===== config.mk =====
export PLATFORM = sky130hd
export DESIGN_NAME = io_ctrl_feature_gating
export DESIGN_NICKNAME = d
export VERILOG_FILES = /design/src/io_ctrl_feature_gating.v
export VERILOG_INCLUDE_DIRS = /design/src /design/src/src
export SDC_FILE = /design/constraint.sdc
export NUM_CORES = 1
export LEC_CHECK = 0
export ABC_AREA = 1
export CAP_MARGIN = 20
export CORE_MARGIN = 1
export CORE_UTILIZATION = 35
export CTS_CLUSTER_DIAMETER = 40
export DETAILED_ROUTE_END_ITERATION = 8
export DONT_BUFFER_PORTS = 1
export HOLD_SLACK_MARGIN = 0.05
export SKIP_CTS_REPAIR_TIMING = 1
export SYNTH_ARGS = -nofsm -noshare
export SYNTH_HDL_FRONTEND = slang
export SYNTH_SLANG_ARGS = --single-unit
export TNS_END_PERCENT = 50

===== constraint.sdc =====
create_clock -name clk -period 1.3 [get_ports clk]
set_input_delay 0.065 -clock clk [delete_from_list [all_inputs] [get_ports clk]]
set_output_delay 0.065 -clock clk [all_outputs]
set_load 0.005 [all_outputs]

===== src/io_ctrl_consts.vh =====
`ifndef IO_CTRL_CONSTS_VH
`define IO_CTRL_CONSTS_VH
// register indices (byte address = index * 4)
`define IDX_NB_CNTL 8'h01
`define IDX_MISC_12 8'h12
`define IDX_BRG13_CNTL 8'h1f
`define IDX_BRG_FIRST 8'h51
`define IDX_BRG_LAST 8'h63
`define IDX_PCIE_RID 8'h6a
`define IDX_FEATURE 8'h75
`define IDX_CLK_CFG 8'h8c
`define IDX_BRG_INT 8'h90
// field positions
`define BIT_ZERO_BE 8
`define BIT_EDGE_LEVEL 19
`define BIT_RID_GFX 16
`define BIT_RID_GPP 17
`define BIT_RID_PCIE 3
`define BIT_P2P_DIS 3
`define BIT_JTAG_EN 11
`define BIT_MCU_EN 12
`define BIT_P2P_MODE_LO 9
`define BIT_MST_GATE_DIS 13
`define BIT_SLV_GATE_DIS 14
`define BIT_AER_LO 13
`define AER_FIELD_ON 3'h4
// reset values
`define RST_FEATURE 32'h0000_1800
`define RST_CLK_CFG 32'h0000_6000
`define P2P_MODE_ALL 2'h2
`endif


===== src/io_ctrl_feature_gating.v =====
// Local design decision: the address-and-strobe port.
`timescale 1ns/10ps
`include "io_ctrl_consts.vh"
// Operation
// - forward requester id to graphics bridges
// - forward requester id to port bridges
// - core requester id forwarding needs enable bit
// - debug access path enabled at reset
// - disabled debug path: drop, commit, ones
// - secure init clears debug enable
// - microcontroller path enabled at reset
// - disabled microcontroller path: drop, commit, ones
// - secure init clears microcontroller enable
// - pass zero byte enables upstream when set
// - return original packet when error reporting on
// - southbridge target only in modes one, two
// - only memory writes carried peer to peer
// - per bridge peer path disable bits
// - only master and slave branches gated
// - gate disable bits for master, slave
// - remap only with southbridge interrupt routing
// - per bridge interrupt rotation
// - alternate group lands on e to h
// - mode two forwards memory writes from enabled sources to host
module io_ctrl_feature_gating #(
  parameter NUM_BRG = 11
) (
  input wire clk,
  input wire rst_n,
  input wire [7:0] reg_addr,
  input wire [31:0] reg_wdata,
  input wire reg_wr,
  input wire reg_rd,
  output reg [31:0] reg_rdata,
  input wire secure_init,
  input wire dbg_req,
  input wire dbg_write,
  input wire dbg_posted,
  output reg dbg_accept,
  output reg dbg_complete,
  output reg dbg_rd_ones,
  input wire mcu_req,
  input wire mcu_write,
  input wire mcu_posted,
  output reg mcu_accept,
  output reg mcu_complete,
  output reg mcu_rd_ones,
  input wire p2p_req,
  input wire p2p_src_sb,
  input wire [3:0] p2p_src_brg,
  input wire p2p_is_mem_wr,
  input wire p2p_hit,
  input wire p2p_tgt_sb,
  input wire [3:0] p2p_tgt_brg,
  output reg p2p_fwd_peer,
  output reg p2p_fwd_host,
  output reg p2p_drop,
  output reg p2p_fwd_rid,
  output reg pcie_rid_fwd_en,
  input wire [15:0] dma_be,
  output reg [15:0] host_be,
  input wire [2:0] err_core,
  input wire err_valid,
  output reg err_return,
  output reg edge_level_en,
  input wire mst_idle,
  input wire slv_idle,
  output reg master_branch_clk_en,
  output reg slave_branch_clk_en,
  input wire nb_irq_ctrl_dis,
  input wire [3:0] int_brg,
  input wire [3:0] int_in,
  output reg [7:0] int_out
);
  reg [31:0] nb_cntl_q;
  reg [31:0] misc12_q;
  reg [31:0] rid_q;
  reg [31:0] feat_q;
  reg [31:0] clk_q;
  reg [NUM_BRG-1:0] p2p_dis_q;
  reg [15:0] alt_interrupt_group_select_q;

  // bridge number to slot 0..10 (2-7,9-13), 4'hf if none
  function [3:0] brg_slot;
    input [3:0] b;
    begin
      if (b >= 4'h2 && b <= 4'h7) brg_slot = b - 4'h2;
      else if (b >= 4'h9 && b <= 4'hd) brg_slot = b - 4'h3;
      else brg_slot = 4'hf;
    end
  endfunction

  // rotation amount per bridge
  function [1:0] rot_amt;
    input [3:0] b;
    begin
      case (b)
        4'h5, 4'h9, 4'hd: rot_amt = 2'h1;
        4'h2, 4'h6, 4'ha: rot_amt = 2'h2;
        4'h3, 4'h7, 4'hb: rot_amt = 2'h3;
        default: rot_amt = 2'h0;
      endcase
    end
  endfunction

  function is_gfx;
    input [3:0] b;
    begin
      is_gfx = (b == 4'h2) || (b == 4'h3) || (b == 4'hb) || (b == 4'hc);
    end
  endfunction

  wire brg_idx = (reg_addr >= `IDX_BRG_FIRST && reg_addr <= `IDX_BRG_LAST && reg_addr[0]) ||
                 (reg_addr == `IDX_BRG13_CNTL);
  wire [3:0] wr_slot = (reg_addr == `IDX_BRG13_CNTL) ? 4'ha :
                       reg_addr[4:1] - 4'h8;
  wire [1:0] p2p_mode = feat_q[`BIT_P2P_MODE_LO+1:`BIT_P2P_MODE_LO];
  wire wr_nb = reg_wr && (reg_addr == `IDX_NB_CNTL);
  wire wr_misc12 = reg_wr && (reg_addr == `IDX_MISC_12);
  wire wr_rid = reg_wr && (reg_addr == `IDX_PCIE_RID);
  wire wr_feat = reg_wr && (reg_addr == `IDX_FEATURE);
  wire wr_clk = reg_wr && (reg_addr == `IDX_CLK_CFG);
  wire wr_alt = reg_wr && (reg_addr == `IDX_BRG_INT);
  wire wr_dis = reg_wr && brg_idx;
  reg [31:0] reg_rdata_d;

  // zero byte enable pass-through control
  always @(posedge clk or negedge rst_n) begin
    if (!rst_n) begin
      nb_cntl_q <= 32'h0;
    end else if (wr_nb) begin
      nb_cntl_q <= reg_wdata;
    end
  end

  // interrupt mode and requester id enables
  always @(posedge clk or negedge rst_n) begin
    if (!rst_n) begin
      misc12_q <= 32'h0;
    end else if (wr_misc12) begin
      misc12_q <= reg_wdata;
    end
  end

  // core requester id enable
  always @(posedge clk or negedge rst_n) begin
    if (!rst_n) begin
      rid_q <= 32'h0;
    end else if (wr_rid) begin
      rid_q <= reg_wdata;
    end
  end

  // access enables, error fields, peer mode
  always @(posedge clk or negedge rst_n) begin
    if (!rst_n) begin
      feat_q <= `RST_FEATURE;
    end else begin
      if (wr_feat)
        feat_q <= reg_wdata;
      if (secure_init) begin
        feat_q[`BIT_JTAG_EN] <= 1'b0;
        feat_q[`BIT_MCU_EN] <= 1'b0;
      end
    end
  end

  // branch gate disables
  always @(posedge clk or negedge rst_n) begin
    if (!rst_n) begin
      clk_q <= `RST_CLK_CFG;
    end else if (wr_clk) begin
      clk_q <= reg_wdata;
    end
  end

  // alternate interrupt group select, one bit per bridge number
  always @(posedge clk or negedge rst_n) begin
    if (!rst_n) begin
      alt_interrupt_group_select_q <= 16'h0;
    end else if (wr_alt) begin
      alt_interrupt_group_select_q <= reg_wdata[15:0];
    end
  end

  // per bridge peer path disable, all paths open at power-up
  always @(posedge clk or negedge rst_n) begin
    if (!rst_n) begin
      p2p_dis_q <= {NUM_BRG{1'b0}};
    end else if (wr_dis) begin
      p2p_dis_q[wr_slot] <= reg_wdata[`BIT_P2P_DIS];
    end
  end

  // read data stands one cycle after the strobe, else zero
  always @* begin
    reg_rdata_d = 32'h0;
    if (reg_rd) begin
      case (reg_addr)
        `IDX_NB_CNTL: reg_rdata_d = nb_cntl_q;
        `IDX_MISC_12: reg_rdata_d = misc12_q;
        `IDX_PCIE_RID: reg_rdata_d = rid_q;
        `IDX_FEATURE: reg_rdata_d = feat_q;
        `IDX_CLK_CFG: reg_rdata_d = clk_q;
        `IDX_BRG_INT: reg_rdata_d = {16'h0, alt_interrupt_group_select_q};
        default: begin
          if (brg_idx)
            reg_rdata_d = {28'h0, p2p_dis_q[wr_slot], 3'h0};
        end
      endcase
    end
  end

  always @(posedge clk or negedge rst_n) begin
    if (!rst_n) begin
      reg_rdata <= 32'h0;
    end else begin
      reg_rdata <= reg_rdata_d;
    end
  end

  // side-path gating, request decoding, interrupt remap
  reg dbg_accept_d;
  reg dbg_complete_d;
  reg dbg_rd_ones_d;
  reg mcu_accept_d;
  reg mcu_complete_d;
  reg mcu_rd_ones_d;
  reg p2p_fwd_peer_d;
  reg p2p_fwd_host_d;
  reg p2p_drop_d;
  reg p2p_fwd_rid_d;
  reg [15:0] host_be_d;
  reg err_return_d;
  reg master_branch_clk_en_d;
  reg slave_branch_clk_en_d;
  reg [7:0] int_out_d;
  reg [3:0] s_src;
  reg [3:0] s_tgt;
  reg src_ok;
  reg tgt_ok;
  reg [2:0] aer_field;
  wire [1:0] r = rot_amt(int_brg);
  wire [3:0] rot;
  wire dbg_en = feat_q[`BIT_JTAG_EN];
  wire mcu_en = feat_q[`BIT_MCU_EN];
  wire remap_on = nb_irq_ctrl_dis && (brg_slot(int_brg) != 4'hf);

  // output pin j takes input pin j minus the rotation
  genvar g;
  generate
    for (g = 0; g < 4; g = g + 1) begin : rot_g
      localparam [1:0] pin_no = g;
      wire [1:0] src_pin = pin_no - r;
      assign rot[g] = int_in[src_pin];
    end
  endgenerate

  // disabled path: posted writes vanish, non-posted commit, reads ones
  always @* begin
    dbg_accept_d = dbg_req && dbg_en;
    dbg_complete_d = dbg_req && !(dbg_write && dbg_posted);
    dbg_rd_ones_d = dbg_req && !dbg_write && !dbg_en;
    mcu_accept_d = mcu_req && mcu_en;
    mcu_complete_d = mcu_req && !(mcu_write && mcu_posted);
    mcu_rd_ones_d = mcu_req && !mcu_write && !mcu_en;
  end

  // peer request routing by mode, type and path enables
  always @* begin
    s_src = brg_slot(p2p_src_brg);
    s_tgt = brg_slot(p2p_tgt_brg);
    src_ok = p2p_src_sb || (s_src != 4'hf && !p2p_dis_q[s_src]);
    tgt_ok = p2p_tgt_sb ? (p2p_mode == 2'h1 || p2p_mode == 2'h2) :
             (s_tgt != 4'hf && !p2p_dis_q[s_tgt]);
    p2p_fwd_peer_d = 1'b0;
    p2p_fwd_host_d = 1'b0;
    p2p_drop_d = 1'b0;
    p2p_fwd_rid_d = 1'b0;
    if (p2p_req) begin
      if (!p2p_is_mem_wr || !src_ok) begin
        p2p_drop_d = 1'b1;
      end else if (p2p_mode == `P2P_MODE_ALL) begin
        p2p_fwd_host_d = 1'b1;
      end else if (p2p_tgt_sb) begin
        if (tgt_ok)
          p2p_fwd_host_d = 1'b1;
        else
          p2p_drop_d = 1'b1;
      end else if (p2p_hit && tgt_ok) begin
        p2p_fwd_peer_d = 1'b1;
        p2p_fwd_rid_d = is_gfx(p2p_tgt_brg) ? misc12_q[`BIT_RID_GFX] :
                        misc12_q[`BIT_RID_GPP];
      end else if (!p2p_hit && p2p_mode == 2'h1) begin
        p2p_fwd_host_d = 1'b1;
      end else begin
        p2p_drop_d = 1'b1;
      end
    end
  end

  // error return when the core's field holds four
  always @* begin
    aer_field = 3'h0;
    if (err_core < 3'h5)
      aer_field = feat_q[`BIT_AER_LO+3*err_core+:3];
    err_return_d = err_valid && (aer_field == `AER_FIELD_ON);
  end

  // zero byte enables widen to all lanes unless pass-through is set
  always @* begin
    if (nb_cntl_q[`BIT_ZERO_BE])
      host_be_d = dma_be;
    else if (dma_be == 16'h0)
      host_be_d = 16'hffff;
    else
      host_be_d = dma_be;
    // dynamic gating only on branches; 1 keeps branch running
    master_branch_clk_en_d = clk_q[`BIT_MST_GATE_DIS] || !mst_idle;
    slave_branch_clk_en_d = clk_q[`BIT_SLV_GATE_DIS] || !slv_idle;
  end

  // legacy pins remap only with southbridge routing
  always @* begin
    if (!remap_on)
      int_out_d = {4'h0, int_in};
    else if (alt_interrupt_group_select_q[int_brg])
      int_out_d = {rot, 4'h0};
    else
      int_out_d = {4'h0, rot};
  end

  // every output leaves a flip-flop
  always @(posedge clk or negedge rst_n) begin
    if (!rst_n) begin
      dbg_accept <= 1'b0;
      dbg_complete <= 1'b0;
      dbg_rd_ones <= 1'b0;
      mcu_accept <= 1'b0;
      mcu_complete <= 1'b0;
      mcu_rd_ones <= 1'b0;
      p2p_fwd_peer <= 1'b0;
      p2p_fwd_host <= 1'b0;
      p2p_drop <= 1'b0;
      p2p_fwd_rid <= 1'b0;
      pcie_rid_fwd_en <= 1'b0;
      host_be <= 16'h0;
      err_return <= 1'b0;
      edge_level_en <= 1'b0;
      master_branch_clk_en <= 1'b1;
      slave_branch_clk_en <= 1'b1;
      int_out <= 8'h0;
    end else begin
      dbg_accept <= dbg_accept_d;
      dbg_complete <= dbg_complete_d;
      dbg_rd_ones <= dbg_rd_ones_d;
      mcu_accept <= mcu_accept_d;
      mcu_complete <= mcu_complete_d;
      mcu_rd_ones <= mcu_rd_ones_d;
      p2p_fwd_peer <= p2p_fwd_peer_d;
      p2p_fwd_host <= p2p_fwd_host_d;
      p2p_drop <= p2p_drop_d;
      p2p_fwd_rid <= p2p_fwd_rid_d;
      pcie_rid_fwd_en <= rid_q[`BIT_RID_PCIE];
      host_be <= host_be_d;
      err_return <= err_return_d;
      edge_level_en <= misc12_q[`BIT_EDGE_LEVEL];
      master_branch_clk_en <= master_branch_clk_en_d;
      slave_branch_clk_en <= slave_branch_clk_en_d;
      int_out <= int_out_d;
    end
  end
endmodule


# Word level (Yosys, flattened, before mapping)
# Memories as Yosys holds them, arrays and structs flattened.
# Cells that the tools add are included.
# totals
latch_bits	0
output_inout_bits	71
rom_bits	32
memories	1
word_cells	200
ff_bits	258
inputBits	95
ramBits	0
# mem_list
name	depth	width	read_ports	rd_clocked_by_memory_dff	write_ports	line	rtl
(name not given)	16	2	1	0	0	io_ctrl_feature_gating.v:97	case (b)
# op_classes
n_addsub	12
n_mux	62
n_reduce_logical	56
div_mod_pow	0
magnitude_cmp	24
shift	1
bitwise	0
n_eq_ne	17
mul	1
# op_table
op	n
32-bit one-hot mux with 6 select lines	1
1-bit 2-to-1 mux	35
1-bit logical AND	32
16-bit 2-to-1 mux	2
32-bit 2-to-1 mux	1
4-bit 2-to-1 mux	8
32-bit by 7-bit indexed part select with 3-bit output	1
4-bit by 2-bit subtractor with 4-bit output, second input constant	6
4-bit by 5-bit less-than comparator with 1-bit output, second input constant	4
1-bit binary-select mux with 4-bit select	4
8-bit by 5-bit == test with 1-bit output, second input constant	2
8-bit by 7-bit == test with 1-bit output, second input constant	2
8-bit == test, second input constant	2
16-bit zero test	1
8-bit 2-to-1 mux	2
1-bit zero test	13
13-bit 2-to-1 mux	1
4-bit by 2-bit >= comparator with 1-bit output, second input constant	3
4-bit >= comparator, second input constant	3
4-bit by 3-bit less-or-equal comparator with 1-bit output, second input constant	3
4-bit less-or-equal comparator, second input constant	3
2-bit by 3-bit less-than comparator with 1-bit output, second input constant	4
4-bit inequality test, second input constant	3
11-bit bitwise mux	1
21 further kinds	36

# Depth between registers and ports, before layout
# depth
ltp_word	15
mapped_depth	16
ltp_nobuf	16

# Least setup slack after synthesis
# Ideal clock, no wire load.
# synth_timing
path_type	input port to flip-flop
startpoint	in p2p_src_brg[0]
endpoint	reg p2p_fwd_peer
setup_slack_ns	-0.055
required_ns	1.180
path_buffers	0
arrival_time_ns	1.235
stages	16
setup_time_ns	0.120
cell_sequence	inv_1 > ha_1 > inv_1 > nand2_1 > nand3_2 > nand3_2 > nand2_2 > nand2_1 > nand2_1 > nand3_1 > nand3_1 > nand2_1 > inv_1 > nand2_1 > nand3_1 > nor2_1
# synth_between
elab_chain_len	13
word_cells_on_any_way	20
classes_between	2 x add/sub; 4 x order compare; 1 x eq/ne; 6 x mux; 7 x reduce/logical
# synth_lines
element	line	rtl
start, declared	io_ctrl_feature_gating.v:50	input wire [3:0] p2p_src_brg,
4-bit >= comparator or 4-bit less-or-equal comparator (tied branches)	io_ctrl_feature_gating.v:88	else if (b >= 4'h9 && b <= 4'hd) brg_slot = b - 4'h3;
1-bit logical AND	io_ctrl_feature_gating.v:88	
4-bit 2-to-1 mux	io_ctrl_feature_gating.v:88	
4-bit 2-to-1 mux (*)	io_ctrl_feature_gating.v:87	if (b >= 4'h2 && b <= 4'h7) brg_slot = b - 4'h2;
1-bit binary-select mux with 4-bit select	io_ctrl_feature_gating.v:273	src_ok = p2p_src_sb || (s_src != 4'hf && !p2p_dis_q[s_src]);
1-bit 2-to-1 mux (implied by the code)	io_ctrl_feature_gating.v:273	
1-bit zero test	io_ctrl_feature_gating.v:273	
1-bit logical AND (*)	io_ctrl_feature_gating.v:273	
1-bit logical OR (*)	io_ctrl_feature_gating.v:273	
1-bit zero test (*)	io_ctrl_feature_gating.v:281	if (!p2p_is_mem_wr || !src_ok) begin
1-bit logical OR (*)	io_ctrl_feature_gating.v:281	
1-bit 2-to-1 mux (*)	io_ctrl_feature_gating.v:281	
1-bit 2-to-1 mux (*)	io_ctrl_feature_gating.v:280	if (p2p_req) begin
net p2p_fwd_peer_d	io_ctrl_feature_gating.v:229	reg p2p_fwd_peer_d;
end signal, assigned	io_ctrl_feature_gating.v:360	p2p_fwd_peer <= p2p_fwd_peer_d;
end, declared	io_ctrl_feature_gating.v:55	output reg p2p_fwd_peer,
# The timed path passes the listed nets; every way through them passes the cells marked *. The select of a mux whose other input is x is not followed.
# A chain may end at the register's enable or synchronous reset.

# Worst setup path in the final report
# layout_timing
startpoint	in reg_addr[7]
endpoint	reg feat_q[27]
# layout_between
elab_chain_len	2
# layout_lines
element	line	rtl
start, declared	io_ctrl_feature_gating.v:30	input wire [7:0] reg_addr,
8-bit by 7-bit == test with 1-bit output	n/a	
1-bit logical AND	io_ctrl_feature_gating.v:121	wire wr_feat = reg_wr && (reg_addr == `IDX_FEATURE);
end signal, assigned	io_ctrl_feature_gating.v:157	feat_q <= `RST_FEATURE;
end signal, assigned	io_ctrl_feature_gating.v:160	feat_q <= reg_wdata;
end, declared	io_ctrl_feature_gating.v:78	reg [31:0] feat_q;
# Every way passes these cells.

==> results_dict.tcl <==
set metrics [dict create \
    crit_buf_inv 3 \
    setup_viol 35 \
    ioPinCount 166 \
    powerDensity_nw_per_um2 1360 \
    critPathTopFamily "buffers and inverters" \
    slew_violations 0 \
    max_freq_mhz 705 \
    grt_setup_unrepaired "yes" \
    dieHeight_um 186 \
    worstPathCellList "inv_2, nand3_1, nor2_1, nand2_4, nor2_2, buf_4, dlygate4sd3_1, o21ai_0" \
    critPathMaxStageDelay_ns 0.71 \
    cts_tree "built" \
    syn_area_um2 11800 \
    postSynth.asyncResetShare_pct 100 \
    start_kind "input port" \
    grt_pass1_vias 9262 \
    routabilityCongestion 0.874 \
    clock-root-buffer "clkbuf_16" \
    reg2reg_depth 5 \
    drtIter0Drc 597 \
    dieArea_um2 34500 \
    yosysUniqueCellTypes 55 \
    io_buffers 0 \
    synthCells 1342 \
    ant_nets 0 \
    cts_buffers 42 \
    final_common_cell "nand2_1" \
    dr_total_vias 9900 \
    maxSlewHeadroom_pct 62.9 \
    ys_ff_latch 258 \
    skew_ns 0.0159 \
    final_cell_mix "369 x nand2_1, 252 x dfrtp_1, 140 x o21ai_0" \
    synthFlopType "dfrtp_1" \
    status "complete, but fails checks" \
    htreeDepth 2 \
    grt_start_max_net_pins 259 \
    drc_errors 0 \
    worstSetupPathType "input port to register" \
    vdd_drop_max_mv 1.16 \
    crit_path_max_fanout 8 \
    cts.sink_count 258 \
    routed_wl_mm 33.4 \
    coreArea_um2 32900 \
    hold_class "input port to async pin" \
    hold_ws_ns -0.778 \
    p_leak_nw 7.23 \
    violations "hold timing, setup timing" \
    grt_use_total_pct 18.8 \
    final_area_um2 15500 \
    antenna_found_initial 2 \
    rrSetupSlack_ns -0.11 \
    min_period_ns 1.42 \
    drv_cap 0 \
    setup_slack_ns -0.118 \
    cp.required_ns 1.72 \
    reg2reg_from "alt_interrupt_group_select_q[2]" \
    critPathArrivalTime_ns 1.83 \
    yosysSeqAreaShare_pct 54.7 \
    synth_edf_count 0 \
    clk_latency_ns 0.56 \
    post-dp-hpwl_mm 21.2 \
    die_x_um 186 \
    syn_to_final_growth_pct 31.0 \
    yosysWarnings 0 \
    fin_nets 1634 \
    wl_per_cell_um 16.7 \
    vias_per_cell 4.96 \
    row_count 66 \
    period_share_pct 109 \
    first_pass_iters 5 \
    crit_slowest_cell "dlygate4sd3_1" \
    synthesis.nets 1457 \
    worst_pin_slew_ns 0.556 \
    clk_pin_slew_ns 0.05 \
    utilization_pct 47.1 \
    grt_pass1_wl_mm 49.9 \
    reg2reg_to "int_out[0]" \
    start_util_pct 36.0 \
    placedInstanceArea_um2 13100 \
    postSynthAreaPerCell_um2 8.81 \
    finalHoldViolations 379 \
    cts_max_path_buffers 3 \
    drive_gt1_share_pct 16.2 \
    critPathCaptureType "register" \
    grt-ovfl-total 0 \
]
## per-layer routing
layer	routed length [µm]	vias to the layer above	GRT usage, %
li1	-	4814	-
met1	14700	4736	23.6
met2	15400	294	30.6
met3	2520	56	5.42
met4	754	0	6.56
met5	0	-	0
## final cells by class
cell class / count / area [µm²]
Inverter: 143 / 557
Clock inverter: 25 / 208
Fill cell: 3171 / 17400
Antenna cell: 2 / 5.00
Multi-Input combinational cell: 886 / 4570
Sequential cell: 258 / 6460
Timing Repair Buffer: 188 / 1930
Tap cell: 442 / 553
Clock buffer: 52 / 1190
## worst reg2reg max path: stages (launching register included)
cell and delay [ns]:
dfrtp_1 0.38, nor2_1 0.05, o311ai_1 0.28, nand4_1 0.29, nand2_2 0.19, o22ai_1 0.09
## synth_stat cells, types with 10 or more instances
cell / number / area [µm²]
inv_2: 13 / 48.8
a221oi_1: 10 / 87.6
nand2_2: 13 / 81.3
dfrtp_1: 252 / 6310
nand4_1: 10 / 62.6
clkbuf_1: 17 / 63.8
nand2_1: 373 / 1400
o22ai_1: 11 / 68.8
a21oi_1: 43 / 215
nor2_1: 43 / 161
o21ai_0: 146 / 731
a22o_1: 17 / 149
o21ai_1: 70 / 350
buf_2: 22 / 110
inv_1: 126 / 473
ha_1: 20 / 250
a31oi_1: 17 / 106
nand3_1: 51 / 255
## flip-flops by register name, indices dropped and copies added (netlist names), 11 cells and up
signal                        flops
alt_interrupt_group_select_q     16
clk_q                            32
feat_q                           32
host_be                          16
misc12_q                         32
nb_cntl_q                        32
p2p_dis_q                        11
reg_rdata                        32
rid_q                            32
## metrics by stage
stage	power, mW	TNS [ns]	setup slack [ns]	hold slack [ns]	std cells
6_report	21.0	-2.00	-0.118	-0.778	1996
5_1_grt	21.9	-5.15	-0.184	-0.797	1996
4_1_cts	21.0	-0.703	-0.113	-0.808	1896
3_5_place_dp	9.98	-10.07	-0.259	-0.214	1819
3_3_place_gp	9.94	-8.13	-0.238	-0.215	1819
2_1_floorplan	9.59	-0.0319	-0.0131	-0.231	1342
## report_power, final
group / internal (mW) / leakage [nW] / switching, mW
Combinational: 0.668 / 3.10 / 0.793
Clock: 6.66 / 0.679 / 4.26
Sequential: 8.41 / 3.44 / 0.239
## cells by family after synthesis
kind of cell / after synthesis / share of synthesized area [%]
flops: 258 / 54.7
xor+xnor: 2 / 0.212
fa+ha+maj: 20 / 2.12
compound gates: 340 / 16.5
simple gates: 524 / 19.1
buf+inv: 198 / 7.37
## worst max path at each step
| stage | from | to | slack [ns] | cells after the start |
|---|---|---|---|---|
| after detailed placement | reg_addr[7] | reg_rdata[13] | -0.26 | 9 |
| after CTS | alt_interrupt_group_select_q[2] | int_out[5] | -0.11 | 6 |
| final | reg_addr[7] | feat_q[27] | -0.12 | 8 |
| after global placement | reg_addr[7] | reg_rdata[13] | -0.24 | 9 |
| after floorplan | p2p_tgt_brg[1] | p2p_fwd_rid | -0.01 | 13 |
| after global routing | alt_interrupt_group_select_q[2] | int_out[0] | -0.18 | 5 |
Note: power is estimated with default switching activity, not from simulation.
